### config.mk
export PLATFORM = sky130hd
export DESIGN_NAME = asr_regs
export DESIGN_NICKNAME = d
export VERILOG_FILES = /design/src/include/asr_pkg.sv /design/src/verilog/asr_regs.sv
export SDC_FILE = /design/constraint.sdc
export NUM_CORES = 1
export LEC_CHECK = 0
export BUFFER_PORTS_ARGS = -buffer_cell sky130_fd_sc_hd__buf_2
export CAP_MARGIN = 40
export CORE_MARGIN = 2
export CORE_UTILIZATION = 50
export DETAILED_ROUTE_END_ITERATION = 10
export PLACE_DENSITY = 0.75
export SETUP_SLACK_MARGIN = 0.02
export SLEW_MARGIN = 25
export SYNTH_ARGS = -nofsm -noshare
export SYNTH_HDL_FRONTEND = slang
export SYNTH_SLANG_ARGS = --single-unit
### constraint.sdc
create_clock -name clk_sys -period 1.4 [get_ports clk_sys]
set_input_delay 0.07 -clock clk_sys [delete_from_list [all_inputs] [get_ports clk_sys]]
set_output_delay 0.07 -clock clk_sys [all_outputs]
set_load 0.01 [all_outputs]
### src/include/asr_pkg.sv
`default_nettype none
package asr_pkg;

  // ----------------------------------------------------------------
  // register offsets
  // ----------------------------------------------------------------
  localparam logic [15:0] ADDR_PORT_CFG   = 16'h0000;
  localparam logic [15:0] ADDR_CHIP_IDENTIFIER    = 16'h0001;
  localparam logic [15:0] ADDR_SPEED      = 16'h0002;
  localparam logic [15:0] ADDR_CHAN_IDX   = 16'h0005;
  localparam logic [15:0] ADDR_PWR_MODE   = 16'h0008;
  localparam logic [15:0] ADDR_CLK_STAB   = 16'h0009;
  localparam logic [15:0] ADDR_LOCAL_CFG  = 16'h0014;
  localparam logic [15:0] ADDR_TRANSFER   = 16'h00FF;

  // ----------------------------------------------------------------
  // port configuration fields (mirrored nibbles)
  // ----------------------------------------------------------------
  localparam int CFG_SDO_HI  = 7;
  localparam int CFG_LSB_HI  = 6;
  localparam int CFG_SRST_HI = 5;
  localparam int CFG_AW_HI   = 4;
  localparam int CFG_AW_LO   = 3;
  localparam int CFG_SRST_LO = 2;
  localparam int CFG_LSB_LO  = 1;
  localparam int CFG_SDO_LO  = 0;

  // ----------------------------------------------------------------
  // reset values and writable masks
  // ----------------------------------------------------------------
  localparam logic [7:0] RST_PORT_CFG  = 8'h18;
  localparam logic [7:0] RST_CHAN_IDX  = 8'h3F;
  localparam logic [7:0] RST_PWR_MODE  = 8'h00;
  localparam logic [7:0] RST_CLK_STAB  = 8'h01;
  localparam logic [7:0] RST_TRANSFER  = 8'h00;
  localparam logic [7:0] RST_LOCAL_CFG = 8'h00;

  localparam logic [7:0] MSK_CHAN_IDX  = 8'h3F;
  localparam logic [7:0] MSK_PWR_MODE  = 8'h23;
  localparam logic [7:0] MSK_CLK_STAB  = 8'h01;
  localparam logic [7:0] MSK_TRANSFER  = 8'h01;
  localparam logic [7:0] MSK_LOCAL_CFG = 8'hFF;

  // ----------------------------------------------------------------
  // channel selection and power modes
  // ----------------------------------------------------------------
  localparam int NUM_CHAN     = 6;
  localparam int CH_A         = 0;
  localparam int PWR_PIN_STBY = 5;
  localparam int CLK_DCS_OFF  = 0;
  localparam int XFER_INIT    = 0;

  localparam logic [1:0] PM_RUN   = 2'h0;
  localparam logic [1:0] PM_FULL  = 2'h1;
  localparam logic [1:0] PM_STBY  = 2'h2;
  localparam logic [1:0] PM_RESET = 2'h3;

  // ----------------------------------------------------------------
  // register access request from the serial front end
  // ----------------------------------------------------------------
  typedef struct packed {
    logic        wr;
    logic        rd;
    logic [15:0] addr;
    logic [7:0]  wdata;
  } asr_req_t;

  typedef struct packed {
    logic full_pd;
    logic standby;
    logic dig_reset;
    logic dcs_off;
    logic xfer_init;
  } asr_ctl_t;

endpackage
`default_nettype wire

### src/verilog/asr_regs.sv
`timescale 1ns/1ps
`default_nettype none
module asr_regs #(
  parameter logic [7:0] CHIP_IDENTIFIER    = 8'h5A,  // arbitrary value
  parameter logic [2:0] SPEED_CODE = 3'h0
) (
  input  wire logic              clk_sys,
  input  wire logic              sys_rst,
  input  wire asr_pkg::asr_req_t req,
  input  wire logic              pdwn_pin,
  output var  logic [7:0]        rdata_q,
  output var  logic              rvalid_q,
  output var  logic              lsb_first_q,
  output var  asr_pkg::asr_ctl_t ctl
);

  // ----------------------------------------------------------------
  // state
  // ----------------------------------------------------------------
  logic       lsb_q;
  logic       srst_q;
  logic [7:0] idx_q;
  logic [7:0] pwr_q;
  logic [7:0] clk_q;
  logic [7:0] xfer_q;
  logic [7:0] loc_q [asr_pkg::NUM_CHAN];

  // ----------------------------------------------------------------
  // decode
  // ----------------------------------------------------------------
  wire logic       wr_ok   = req.wr && !srst_q;
  wire logic       wr_cfg  = wr_ok && (req.addr == asr_pkg::ADDR_PORT_CFG);
  wire logic       wr_idx  = wr_ok && (req.addr == asr_pkg::ADDR_CHAN_IDX);
  wire logic       wr_pwr  = wr_ok && (req.addr == asr_pkg::ADDR_PWR_MODE);
  wire logic       wr_clk  = wr_ok && (req.addr == asr_pkg::ADDR_CLK_STAB);
  wire logic       wr_xfer = wr_ok && (req.addr == asr_pkg::ADDR_TRANSFER);
  wire logic       wr_loc  = wr_ok && (req.addr == asr_pkg::ADDR_LOCAL_CFG);
  // either nibble carries the control, whichever order the byte came in
  wire logic       w_lsb   = req.wdata[asr_pkg::CFG_LSB_HI]
                           | req.wdata[asr_pkg::CFG_LSB_LO];
  wire logic       w_srst  = req.wdata[asr_pkg::CFG_SRST_HI]
                           | req.wdata[asr_pkg::CFG_SRST_LO];
  wire logic [7:0] cfg_val = {1'b0, lsb_q, srst_q, 1'b1,
                              1'b1, srst_q, lsb_q, 1'b0};

  // local read picks channel A first, so all-set returns A
  wire logic [7:0] loc_rd  = idx_q[0] ? loc_q[0] :
                             idx_q[1] ? loc_q[1] :
                             idx_q[2] ? loc_q[2] :
                             idx_q[3] ? loc_q[3] : 8'h00;

  logic [7:0] rdata_d;
  always_comb
  begin
    case (req.addr)
      asr_pkg::ADDR_PORT_CFG:  rdata_d = cfg_val;
      asr_pkg::ADDR_CHIP_IDENTIFIER:   rdata_d = CHIP_IDENTIFIER;
      asr_pkg::ADDR_SPEED:     rdata_d = {1'b0, SPEED_CODE, 4'h0};
      asr_pkg::ADDR_CHAN_IDX:  rdata_d = idx_q;
      asr_pkg::ADDR_PWR_MODE:  rdata_d = pwr_q;
      asr_pkg::ADDR_CLK_STAB:  rdata_d = clk_q;
      asr_pkg::ADDR_TRANSFER:  rdata_d = xfer_q;
      asr_pkg::ADDR_LOCAL_CFG: rdata_d = loc_rd;
      default:                 rdata_d = 8'h00;
    endcase
  end

  // ----------------------------------------------------------------
  // global registers
  // ----------------------------------------------------------------
  wire logic soft_clr = sys_rst || srst_q;

  always_ff @(posedge clk_sys)
  begin
    if (soft_clr)
    begin
      lsb_q  <= asr_pkg::RST_PORT_CFG[asr_pkg::CFG_LSB_HI];
      srst_q <= 1'b0;
      idx_q  <= asr_pkg::RST_CHAN_IDX;
      pwr_q  <= asr_pkg::RST_PWR_MODE;
      clk_q  <= asr_pkg::RST_CLK_STAB;
      xfer_q <= asr_pkg::RST_TRANSFER;
    end
    else
    begin
      if (wr_cfg)
      begin
        lsb_q  <= w_lsb;
        srst_q <= w_srst;
      end
      if (wr_idx)  idx_q  <= req.wdata & asr_pkg::MSK_CHAN_IDX;
      if (wr_pwr)  pwr_q  <= req.wdata & asr_pkg::MSK_PWR_MODE;
      if (wr_clk)  clk_q  <= req.wdata & asr_pkg::MSK_CLK_STAB;
      if (wr_xfer) xfer_q <= req.wdata & asr_pkg::MSK_TRANSFER;
    end
  end

  // ----------------------------------------------------------------
  // per-channel local copies
  // ----------------------------------------------------------------
  for (genvar i = 0; i < asr_pkg::NUM_CHAN; i++)
  begin : g_loc
    always_ff @(posedge clk_sys)
    begin
      if (soft_clr)
        loc_q[i] <= asr_pkg::RST_LOCAL_CFG;
      else if (wr_loc && idx_q[i])
        loc_q[i] <= req.wdata & asr_pkg::MSK_LOCAL_CFG;
    end

    a_local_copy_write: assert property (@(posedge clk_sys) disable iff (sys_rst)
      wr_loc && idx_q[i] |=> loc_q[i] == $past(req.wdata))
      else $error("local copy missed a selected write");
    a_local_copy_hold: assert property (@(posedge clk_sys) disable iff (sys_rst)
      !srst_q && !(wr_loc && idx_q[i]) |=> $stable(loc_q[i]))
      else $error("local copy changed while unselected");
    a_srst_local_clear: assert property (@(posedge clk_sys) disable iff (sys_rst)
      srst_q |=> loc_q[i] == asr_pkg::RST_LOCAL_CFG)
      else $error("local copy kept its value through soft reset");
  end

  // ----------------------------------------------------------------
  // read port and outputs
  // ----------------------------------------------------------------
  always_ff @(posedge clk_sys)
  begin
    if (sys_rst)
    begin
      rdata_q  <= 8'h00;
      rvalid_q <= 1'b0;
    end
    else
    begin
      rvalid_q <= req.rd;
      if (req.rd) rdata_q <= rdata_d;
    end
  end


  // ----------------------------------------------------------------
  // power and clock controls
  // ----------------------------------------------------------------
  wire logic [1:0] pm          = pwr_q[1:0];
  wire logic       pin_stby    = pwr_q[asr_pkg::PWR_PIN_STBY];
  wire logic       full_pd_w   = (pm == asr_pkg::PM_FULL) || (pdwn_pin && !pin_stby);
  wire logic       stby_w      = (pm == asr_pkg::PM_STBY) || (pdwn_pin && pin_stby);
  wire logic       reset_w     = (pm == asr_pkg::PM_RESET);
  wire logic       dcs_off_w   = clk_q[asr_pkg::CLK_DCS_OFF];
  wire logic       xfer_init_w = xfer_q[asr_pkg::XFER_INIT];

  assign lsb_first_q = lsb_q;
  // one driver for the whole struct, fields in declaration order
  assign ctl = {full_pd_w, stby_w, reset_w, dcs_off_w, xfer_init_w};

  // ----------------------------------------------------------------
  // checks
  // ----------------------------------------------------------------
  a_srst_self_clear: assert property (@(posedge clk_sys) disable iff (sys_rst)
    srst_q |=> !srst_q && idx_q == asr_pkg::RST_CHAN_IDX && pwr_q == asr_pkg::RST_PWR_MODE)
    else $error("soft reset did not restore defaults and clear");
  a_srst_set_write: assert property (@(posedge clk_sys) disable iff (sys_rst)
    wr_cfg && (req.wdata[2] || req.wdata[5]) |=> srst_q ##1 !srst_q)
    else $error("soft reset not taken from either nibble");
  a_cfg_fixed_bits: assert property (@(posedge clk_sys) disable iff (sys_rst)
    req.rd && req.addr == asr_pkg::ADDR_PORT_CFG |=> rdata_q[7] == 1'h0 && rdata_q[0] == 1'h0
    && rdata_q[4:3] == 2'h3 && rdata_q[6] == rdata_q[1] && rdata_q[5] == rdata_q[2])
    else $error("port configuration fixed or mirrored bits wrong");
  a_reset_defaults: assert property (@(posedge clk_sys)
    $past(sys_rst) |-> idx_q == asr_pkg::RST_CHAN_IDX && clk_q == asr_pkg::RST_CLK_STAB
    && !lsb_q && !srst_q && rdata_q == 8'h00 && !rvalid_q)
    else $error("defaults not loaded after reset");
  a_index_default: assert property (@(posedge clk_sys)
    $past(sys_rst) |-> idx_q[7:6] == 2'b00 && idx_q[5:0] == 6'h3F)
    else $error("channel index reset value wrong");
  a_read_chan_a: assert property (@(posedge clk_sys) disable iff (sys_rst)
    req.rd && req.addr == asr_pkg::ADDR_LOCAL_CFG && idx_q[0] |=> rvalid_q && rdata_q == $past(loc_q[0]))
    else $error("local read did not return channel A");
  a_global_single: assert property (@(posedge clk_sys) disable iff (sys_rst)
    wr_pwr |=> pwr_q == ($past(req.wdata) & asr_pkg::MSK_PWR_MODE))
    else $error("global write depended on channel index");
  a_pwr_decode: assert property (@(posedge clk_sys) disable iff (sys_rst)
    pdwn_pin && !ctl.dig_reset |-> (pin_stby ? ctl.standby : ctl.full_pd))
    else $error("power-down pin action wrong");
  a_read_latency: assert property (@(posedge clk_sys) disable iff (sys_rst)
    req.rd && req.addr == asr_pkg::ADDR_PORT_CFG |=> rvalid_q ##1 !rvalid_q || $past(req.rd))
    else $error("read answer not one cycle");
  a_cfg_default: assert property (@(posedge clk_sys)
    $past(sys_rst) |-> cfg_val == asr_pkg::RST_PORT_CFG)
    else $error("port configuration default wrong after reset");
  a_lsb_either_nibble: assert property (@(posedge clk_sys) disable iff (sys_rst)
    wr_cfg |=> lsb_first_q == ($past(req.wdata[asr_pkg::CFG_LSB_HI]) || $past(req.wdata[asr_pkg::CFG_LSB_LO])))
    else $error("bit order not taken from either nibble");
  a_read_all_set: assert property (@(posedge clk_sys) disable iff (sys_rst)
    req.rd && req.addr == asr_pkg::ADDR_LOCAL_CFG && idx_q[3:0] == 4'hF |=> rdata_q == $past(loc_q[asr_pkg::CH_A]))
    else $error("all-set local read did not return channel A");
  a_global_read: assert property (@(posedge clk_sys) disable iff (sys_rst)
    req.rd && req.addr == asr_pkg::ADDR_CLK_STAB |=> rdata_q == $past(clk_q))
    else $error("global read depended on channel index");
  a_chip_identifier_read: assert property (@(posedge clk_sys) disable iff (sys_rst)
    req.rd && req.addr == asr_pkg::ADDR_CHIP_IDENTIFIER |=> rdata_q == CHIP_IDENTIFIER)
    else $error("identifier read wrong");
  a_xfer_output: assert property (@(posedge clk_sys) disable iff (sys_rst)
    wr_xfer |=> ctl.xfer_init == $past(req.wdata[asr_pkg::XFER_INIT]))
    else $error("transfer control not following its register");
  a_mode_no_pin: assert property (@(posedge clk_sys) disable iff (sys_rst)
    !pdwn_pin |-> ctl.full_pd == (pm == asr_pkg::PM_FULL) && ctl.standby == (pm == asr_pkg::PM_STBY))
    else $error("power mode field decoded wrong");

endmodule
`default_nettype wire

==> qor.yml, run 1 <==
floorplanning:
  die_y_um: 77.0
  core_um2: 5140
  start_util_pct: 51.9
  std_cell_rows: 26
  ioPinCount: 44
  dieArea_um2: 5930
  die-width_um: 77.0
synthesis:
  netlist_top_cells_area: "edfxtp_1 36%, dfxtp_1 17%, and3_1 7.5%"
  async_flop_share_pct: 0
  synth_edf_count: 32
  yosysTopAreaCell: "edfxtp_1"
  syn_area_per_cell_um2: 10.1
  synth-compound-area-share_pct: 11.9
  synth-simple-area-share_pct: 27.7
  synth_top_family_by_area: "simple AND/OR/NAND/NOR gates"
  synth_area_um2: 2670
  synth_seq_area_share_pct: 52.6
  synth_nets: 293
  ys_ff_latch: 54
  synth-xor-area-share_pct: 0
  yosys-top-cells-count: "32 x and3_1, 32 x edfxtp_1, 32 x nand2_1"
  synth_mux_area_share_pct: 3.75
  synthAdderAreaFrac_pct: 0
  synthCells: 264
  synth_top_area_share_pct: 36.0
  yosysWarningCount: 0
  synthFlopType: "edfxtp_1"
  yosysUniqueCellTypes: 43
pwr:
  pwr-share-comb_pct: 8.6
  pwr-share-seq_pct: 60.7
  switching_share_pct: 23.9
  ir_drop_v: 0.000551
  net-switching-power_w: 0.000679
  power.total_w: 0.00284
  p_per_area_nw_per_um2: 798
  p_leak_nw: 1.49
  clockPowerShare_pct: 30.7
  power.internal_w: 0.00216
global_routing:
  grt_usage_pct: 24.2
  overflow: 0
  grt_pass1_wl_um: 11200
  antenna_found_initial: 0
  grt_max_degree: 33
  grt_pass1_vias: 2321
placed_design:
  hpwl_um: 4930
  gp_congestion: 0.811
  dpl.cell_count: 401
  port_buffers: 43
cts:
  cts_tree: "done"
  clock_latency_ns: 0.31
  clk_root_buffer_cell: "clkbuf_8"
  clock-sinks: 54
  cts_max_path_buffers: 2
  cts_made_buffers: 5
  htree_levels: 2
  clkTransAtPathRegs_ns: 0.10
sta:
  fin_skew_ns: 0.00818
  fmax_ghz: 0.711
  period_needed_ns: 1.41
  setup_violations: 2
  rsz0062_at_grt: "yes"
  hold_viol: 0
  drv_slew: 0
  setup_ws_ns: -0.00675
  slew_headroom_pct: 74.7
  worstMarginPinSlew_ns: 0.379
  period_share_pct: 100
critical_path:
  endpoint_kind: "flop"
  arrival_ns: 1.61
  worstSetupPathType: "flop to flop"
  cpPeakStageDelay_ns: 0.37
  worst-path-buf-inv: 2
  slowest_stage: "dfxtp_4"
  crit_path_start_kind: "flop"
  cp.required_ns: 1.61
  crit_family: "compound AO/OA/AOI/OAI gates"
  cp_cell_sequence: "buf_8, buf_4, a22oi_1, a211oi_1, a211oi_2, o21ai_1"
  crit_fanout: 10
finish:
  area_growth_pct: 33.3
  drive_gt1_share_pct: 39.9
  layout.nets: 374
  antenna_cells: 0
  finalNonFillerCells: 416
min_path:
  min_path_type: "primary input to flop"
routing:
  drt_wl_total_um: 6990
  firstDrtPassIters: 5
  drc: 0
  viasPerCell: 5.73
  drt_iter0_drc: 182
  final_antenna_net_count: 0
  num_vias: 2383
  wl_per_cell_um: 16.8
status:
  failed_checks: "setup timing"
  status: "complete, but fails checks"
job:
  drv_cap: 0
==> power groups by stage <==
| stage | combinational [W] | sequential, W | clock, W |
|---|---|---|---|
| 4_1_cts | 0.000232 | 0.00172 | 0.000883 |
| 3_5_place_dp | 0.000227 | 0.00176 | 0 |
| 2_1_floorplan | 0.0000894 | 0.00175 | 0 |
| 3_3_place_gp | 0.000222 | 0.00175 | 0 |
| 5_1_grt | 0.000263 | 0.00173 | 0.000939 |
| 6_report | 0.000243 | 0.00172 | 0.000871 |
==> through the flow <==
| step | setup TNS (ns) | instance area, um2 | worst slack (ns) | hold slack, ns | util, % |
|---|---|---|---|---|---|
| detailed placement | -20.74 | 3230 | -0.335 | 0.394 | 62.9 |
| CTS | -0.0748 | 3430 | -0.0317 | 0.0627 | 66.8 |
| finish | -0.00804 | 3550 | -0.00675 | 0.0710 | 69.1 |
| global placement | -19.94 | 3230 | -0.330 | 0.376 | 62.9 |
| global route | -0.395 | 3550 | -0.0959 | 0.0823 | 69.1 |
| floorplan | -0.875 | 2680 | -0.0671 | 0.190 | - |
==> cells in the final DEF, fill, tap and decap left out, drive strengths merged, types with 2 or more instances in the layout <==
cell type / instances
edfxtp: 32
a211oi: 3
a221oi: 7
nor2b: 8
o22ai: 4
o31ai: 5
inv: 8
nand4: 4
nand3: 6
nor4b: 3
and2: 2
dfxtp: 22
and3: 32
nor4: 6
mux2i: 10
nand2: 33
nor2: 21
a22oi: 3
buf: 93
nor3: 9
nand2b: 2
o21ai: 6
a21oi: 5
clkbuf: 5
==> metal layers <==
| metal | global-route usage (%) | part of all wire (%) | up-vias |
|---|---|---|---|
| met5 | 0 | 0 | - |
| met4 | 8.57 | 2.2 | 0 |
| met2 | 38.5 | 47 | 94 |
| li1 | - | - | 1141 |
| met1 | 33.0 | 44 | 1132 |
| met3 | 4.94 | 6.3 | 16 |
==> path summary, 6_finish.rpt <==
kind	cells past startpoint	slack, ns	end	startpoint
max	6	-0.007	rdata_q[5]	idx_q[2]
min	2	0.07	rdata_q[7]	sys_rst
max reg2reg	6	-0.007	rdata_q[5]	idx_q[2]
min reg2reg	2	0.46	rdata_q[2]	rdata_q[2]
==> worst register-to-register path: stages, from the launching register on <==
cell,delay (ns)
dfxtp_4,0.37
buf_8,0.14
buf_4,0.16
a22oi_1,0.21
a211oi_1,0.13
a211oi_2,0.21
o21ai_1,0.09
==> sequential cells by signal, indices dropped and copies added, names as in the netlist <==
name,cells
loc_q,32
idx_q,6
rdata_q,8
lsb_first_q,1
srst_q,1
xfer_q,1
rvalid_q,1
pwr_q,3
clk_q,1
==> cell type report <==
cell class                 count  area [um2]
timing repair buffer          93         618
fill                         398        1590
tap                           70        87.6
inverter                       7        26.3
clock buffer                   5        68.8
multi-input combinational    184        1330
clock inverter                 3        20.0
sequential                    54        1410
==> kinds of logic after synthesis <==
kind of cell	after synthesis
buffers and inverters	26
AND/OR/NAND/NOR	130
flip-flops	54
multiplexers	10
AO/OA/AOI/OAI	44
==> timing repair <==
item | 4_1_cts | 5_1_grt
buffers inserted | 4 | 3
endpoints found under the setup margin | 77 | 47
pin swaps | 9 | 13
gates resized for setup | 19 | 22
hold buffers | 0 | 0
Note: power is estimated with default switching activity, not from simulation.
==> run 2: changes to the inputs <==
--- a/config.mk
+++ b/config.mk
@@ -10,7 +10,7 @@
 export CORE_MARGIN = 2
 export CORE_UTILIZATION = 50
 export DETAILED_ROUTE_END_ITERATION = 10
-export PLACE_DENSITY = 0.75
+export PLACE_DENSITY_LB_ADDON = 0.12
 export SETUP_SLACK_MARGIN = 0.02
 export SLEW_MARGIN = 25
 export SYNTH_ARGS = -nofsm -noshare
==> qor.yml, run 2 (synthesis gave the netlist of run 1 again) <==
status:
  status: "complete, but fails checks"
  failed_checks: "setup timing"
min_path:
  worstHoldPathCells: 3  # +1
  min_path_type: "primary input to flop"
  holdCritStartpoint: "req[3]"
  min_to: "idx_q[3]"
placed_design:
  hpwl_um: 4910  # -0.39%
  dp_slack_ns: -0.271  # +0.0638 ns
  gp_congestion: 0.894  # +10%
  port_buffers: 43  # unchanged
floorplanning:
  die-width_um: 77.0  # unchanged
  die_y_um: 77.0  # unchanged
  core_um2: 5140  # unchanged
  dieArea_um2: 5930  # unchanged
  ioPinCount: 44  # unchanged
  std_cell_rows: 26  # unchanged
  start_util_pct: 51.9  # unchanged
routing:
  wl_per_cell_um: 16.5  # -1.8%
  drt_wl_total_um: 6730  # -3.6%
  firstDrtPassIters: 5  # unchanged
  final_antenna_net_count: 0  # unchanged
  num_vias: 2325  # -2.4%
  drt_iter0_drc: 181  # -0.55%
  viasPerCell: 5.70  # -0.52%
  drc: 0  # unchanged
global_routing:
  antenna_found_initial: 0  # unchanged
  grt_usage_pct: 23.4  # -0.86 points
  grt_pass1_wl_um: 10900  # -3.2%
  overflow: 0  # unchanged
  grt_max_degree: 33  # unchanged
  grt_pass1_vias: 2179  # -6.1%
pwr:
  power.internal_w: 0.00235  # +8.8%
  pwr-share-seq_pct: 56.8  # -3.9 points
  p_leak_nw: 1.48  # -0.92%
  pwr-share-comb_pct: 7.9  # -0.7 points
  clockPowerShare_pct: 35.3  # +4.6 points
  switching_share_pct: 22.5  # -1.4 points
  ir_drop_v: 0.000663  # +20%
  p_per_area_nw_per_um2: 868  # +8.8%
  net-switching-power_w: 0.000683  # +0.63%
sta:
  period_needed_ns: 1.43  # +0.0253 ns
  fmax_ghz: 0.698  # -1.8%
  period_share_pct: 102  # +1.8 points
  fin_skew_ns: 0.00844  # +0.000258 ns
  drv_slew: 0  # unchanged
  rsz0062_at_grt: "yes"
  setup_ws_ns: -0.0321  # -0.0253 ns
  worstMarginPinSlew_ns: 0.476  # +0.0968 ns
  hold_viol: 0  # unchanged
  slew_headroom_pct: 67.8  # -6.9 points
  setup_violations: 3  # +1
cts:
  htree_levels: 2  # unchanged
  postCtsHoldBufs: 0  # unchanged
  cts_max_path_buffers: 2  # unchanged
  clock-sinks: 54  # unchanged
  cts_made_buffers: 5  # unchanged
  clkTransAtPathRegs_ns: 0.09  # about the same
  clock_latency_ns: 0.31  # about the same
  clk_root_buffer_cell: "clkbuf_8"
  cts_tree: "done"
critical_path:
  cp_cell_sequence: "buf_8, a221oi_2, o31ai_1, a222oi_1, o21ai_1"
  crit_path_start_kind: "flop"
  endpoint_kind: "flop"
  worst-path-buf-inv: 1  # -1
  slowest_stage: "dfxtp_2"
  arrival_ns: 1.62  # about the same
  reg2reg_slack_ns: -0.03  # -0.03 ns
  crit_family: "compound AO/OA/AOI/OAI gates"
  r2r-start: "idx_q[2]"
  worstSetupPathType: "flop to flop"
  crit_fanout: 8  # -2
  cp.required_ns: 1.59  # -0.02 ns
  r2r_end: "rdata_q[2]"
  cpPeakStageDelay_ns: 0.36  # about the same
  reg2reg_depth: 5  # -1
finish:
  regArea_um2: 1410  # unchanged
  drive_gt1_share_pct: 36.7  # -3.2 points
  area_growth_pct: 30.9
  layout.nets: 366  # -2.1%
  num-fill-cells: 410  # +3.0%
  largest_register_ffs: 32  # unchanged
  final_core_utilization_pct: 67.9  # -1.2 points
  mostFrequentLayoutCell: "buf_2"
  layout_common_cells: "43 x buf_2, 35 x buf_4, 32 x and3_1, 32 x edfxtp_1, 28 x nand2_1"
  antenna_cells: 0  # unchanged
  multiInputGateArea_um2: 1270  # -4.4%
  regMostFlops: "loc_q"
  reg.largest.list: "loc_q x32, rdata_q x8, idx_q x6"
job:
  drv_cap: 0  # unchanged
==> run 2: cell type report <==
class / count / share of cell area [%]
clock buffer: 5 / 1.97
sequential: 54 / 40.3
clock inverter: 3 / 1.36
timing repair buffer: 85 / 16.8
inverter: 7 / 0.753
multi-input combinational: 184 / 36.3
tap: 70 / 2.51
==> run 2: timing repair <==
action | in CTS | in global routing
endpoints found under the setup margin | 12 | 48
pin swaps | 17 | 4
cloned | 0 | 0
gates resized for setup | 21 | 12
setup buffers | 1 | 0
==> run 2: power groups by stage <==
stage          clock network (W)   logic, W  registers (W)
2_1_floorplan                  0  0.0000894        0.00175
3_3_place_gp                   0   0.000225        0.00175
3_5_place_dp                   0   0.000227        0.00176
4_1_cts                  0.00109   0.000230        0.00172
5_1_grt                  0.00116   0.000261        0.00172
6_report                 0.00107   0.000240        0.00172
==> run 2: stage by stage <==
step | area (um2) | setup TNS [ns] | cells | hold WS [ns] | total power [W]
3_3_place_gp | 3240 | -14.92 | 400 | 0.357 | 0.00198
6_report | 3490 | -0.0772 | 408 | 0.0472 | 0.00303
2_1_floorplan | 2680 | -0.875 | 264 | 0.190 | 0.00184
3_5_place_dp | 3240 | -15.75 | 400 | 0.379 | 0.00198
4_1_cts | 3440 | -0.0730 | 408 | 0.0495 | 0.00304
5_1_grt | 3490 | -0.469 | 408 | 0.0610 | 0.00314
==> run 2: worst max path at each step <==
stage	startpoint	endpoint	slack [ns]	depth (start not counted)
after floorplan	req[17]	loc_q[0][10]	-0.07	5
after global placement	req[9]	loc_q[0][3]	-0.24	7
after detailed placement	req[9]	idx_q[4]	-0.27	8
after CTS	idx_q[2]	rdata_q[2]	-0.04	5
after global routing	idx_q[2]	rdata_q[2]	-0.10	5
final	idx_q[2]	rdata_q[2]	-0.03	5
==> run 2: metal layers <==
metal | up-vias | part of all wire (%) | track usage (%)
li1 | 1129 | - | -
met4 | 0 | 0.86 | 6.43
met2 | 92 | 46 | 35.5
met5 | - | 0 | 0
met1 | 1098 | 45 | 33.6
met3 | 6 | 8.5 | 5.41
==> run 2: worst register-to-register path, stage by stage (launching register included) <==
cell and delay [ns]:
dfxtp_2 0.36, buf_8 0.14, a221oi_2 0.27, o31ai_1 0.12, a222oi_1 0.31, o21ai_1 0.12
==> run 3: changes to the inputs <==
--- a/config.mk
+++ b/config.mk
@@ -7,7 +7,7 @@
 export LEC_CHECK = 0
 export BUFFER_PORTS_ARGS = -buffer_cell sky130_fd_sc_hd__buf_2
 export CAP_MARGIN = 40
-export CORE_MARGIN = 2
+export CORE_MARGIN = 5
 export CORE_UTILIZATION = 50
 export DETAILED_ROUTE_END_ITERATION = 10
 export PLACE_DENSITY_LB_ADDON = 0.12
==> qor.yml, run 3 (synthesis gave the netlist of run 1 again) <==
routing:
  drt_iter0_drc: 220  # +22%
  drt_wl_total_um: 7270  # +8.0%
  num_vias: 2362  # +1.6%
  final_antenna_net_count: 0  # unchanged
  viasPerCell: 5.68  # -0.36%
  wl_per_cell_um: 17.5  # +5.9%
  firstDrtPassIters: 4  # -1
  drc: 0  # unchanged
status:
  status: "complete, but fails checks"
  failed_checks: "setup timing"
finish:
  antenna_cells: 0  # unchanged
  area_growth_pct: 35.3
  reg.largest.list: "loc_q x32, rdata_q x8, idx_q x6"
  regMostFlops: "loc_q"
  final_core_utilization_pct: 70.2  # +2.3 points
  regArea_um2: 1410  # about the same
  final_area_um2: 3610  # +3.4%
  mostFrequentLayoutCell: "buf_4"
  layout.nets: 375  # +2.5%
  layout_common_cells: "42 x buf_4, 41 x buf_2, 32 x and3_1, 32 x edfxtp_1, 28 x nand2_1"
  num-fill-cells: 420  # +2.4%
  drive_gt1_share_pct: 41.0  # +4.4 points
  largest_register_ffs: 32  # unchanged
  multiInputGateArea_um2: 1350  # +6.1%
  finalNonFillerCells: 416  # +2.0%
global_routing:
  grt_use_met3_pct: 4.46  # -0.96 points
  grtUsageMet2_pct: 32.7  # -2.9 points
  met1_usage_pct: 28.4  # -5.3 points
  overflow: 0  # unchanged
  antenna_found_initial: 0  # unchanged
  grt_pass1_vias: 2215  # +1.7%
  grt_usage_pct: 20.5  # -2.9 points
  top_usage_layer: "met2"
  grt_max_degree: 33  # unchanged
  grt_pass1_wl_um: 11300  # +3.7%
floorplanning:
  die_y_um: 83.0  # +7.8%
  ioPinCount: 44  # unchanged
  core_um2: 5140  # unchanged
  std_cell_rows: 26  # unchanged
  dieArea_um2: 6890  # +16%
  start_util_pct: 51.9  # unchanged
  die-width_um: 83.0  # +7.8%
cts:
  cts_tree: "done"
  htree_levels: 2  # unchanged
  clkTransAtPathRegs_ns: 0.10  # about the same
  clock_latency_ns: 0.31  # about the same
  clk_root_buffer_cell: "clkbuf_8"
  cts_made_buffers: 5  # unchanged
  clock-sinks: 54  # unchanged
  cts_max_path_buffers: 2  # unchanged
critical_path:
  endpoint_kind: "flop"
  crit_path_start_kind: "flop"
  worst-path-buf-inv: 1  # unchanged
  reg2reg_slack_ns: -0.12  # -0.09 ns
  worstSetupPathType: "flop to flop"
  slowest_stage: "a221oi_1"
  cp_cell_sequence: "nor2b_4, buf_6, a221oi_1, o31ai_2, a21oi_1, o21ai_0"
  cpPeakStageDelay_ns: 0.35  # about the same
  cp.required_ns: 1.59  # about the same
  crit_family: "compound AO/OA/AOI/OAI gates"
  reg2reg_depth: 6  # +1
  arrival_ns: 1.71  # +0.09 ns
  crit_fanout: 7  # -1
  cp.depth: 6  # +1
sta:
  slew_headroom_pct: 75.0  # +7.1 points
  period_share_pct: 109  # +6.4 points
  hold_viol: 0  # unchanged
  fmax_ghz: 0.657  # -5.9%
  period_needed_ns: 1.52  # +0.0891 ns
  drv_slew: 0  # unchanged
  worstMarginPinSlew_ns: 0.375  # -0.101 ns
  setup_violations: 7  # +4
  setup_ws_ns: -0.121  # -0.0891 ns
  fin_skew_ns: 0.0121  # +0.00364 ns
  rsz0062_at_grt: "yes"
pwr:
  p_per_area_nw_per_um2: 783  # -9.8%
  ir_drop_v: 0.000529  # -20%
  p_leak_nw: 1.53  # +3.8%
min_path:
  worstHoldPathCells: 3  # unchanged
  min_path_type: "primary input to flop"
placed_design:
  dpl.cell_count: 407  # +1.8%
  place_area_um2: 3290  # +1.6%
  gp_congestion: 0.943  # +5.5%
  hpwl_um: 5170  # +5.3%
  port_buffers: 43  # unchanged
job:
  drv_cap: 0  # unchanged
==> run 3: what timing repair did <==
action	4_1_cts	5_1_grt
buffers inserted	0	2
endpoints found under the setup margin	27	42
endpoints found under the hold margin	0	0
gates resized for setup	22	27
hold buffers	0	0
pin swaps	16	12
==> run 3: where the power goes <==
| part | total [W] | internal (W) | switching [W] | leakage, nW |
|---|---|---|---|---|
| combinational | 0.000262 | 0.000111 | 0.000151 | 0.979 |
| clock | 0.000842 | 0.000347 | 0.000495 | 0.0444 |
| sequential | 0.00172 | 0.00171 | 0.0000136 | 0.510 |
| total | 0.00283 | 0.00217 | 0.000660 | 1.53 |
==> run 3: layer usage <==
| layer | vias to the layer above | wire (um) | share of wire [%] |
|---|---|---|---|
| li1 | 1142 | - | - |
| met1 | 1149 | 3130 | 43 |
| met2 | 66 | 3560 | 49 |
| met3 | 5 | 513 | 7.1 |
| met4 | 0 | 66 | 0.91 |
| met5 | - | 0 | 0 |
==> run 3: path summary, 6_finish.rpt <==
kind | start | endpoint
max | idx_q[3] | rdata_q[6]
min | req[4] | idx_q[4]
max reg2reg | idx_q[3] | rdata_q[6]
min reg2reg | rdata_q[2] | rdata_q[2]
==> run 3: worst register-to-register path: cells and delay by family (launching register included) <==
| kind | cells | cell delay (ns) |
|---|---|---|
| compound gates | 4 | 0.81 |
| flops | 1 | 0.34 |
| simple gates | 1 | 0.12 |
| buf+inv | 1 | 0.14 |
==> run 3: cell type report <==
type | instances | share of cell area (%)
inverter | 7 | 0.728
clock buffer | 5 | 1.91
timing repair buffer | 94 | 18.3
clock inverter | 2 | 0.381
tap | 70 | 2.43
multi-input combinational | 184 | 37.3
sequential | 54 | 38.9
==> run 3: per-stage QoR <==
step           hold slack [ns]  power [W]  setup WS [ns]  TNS, ns
6_report                0.0471    0.00283         -0.121   -0.408
5_1_grt                 0.0508    0.00293         -0.161   -0.834
4_1_cts                 0.0376    0.00283         -0.118   -0.711
3_5_place_dp             0.356    0.00200         -0.441   -20.34
3_3_place_gp             0.345    0.00199         -0.450   -16.36
2_1_floorplan            0.190    0.00184        -0.0671   -0.875
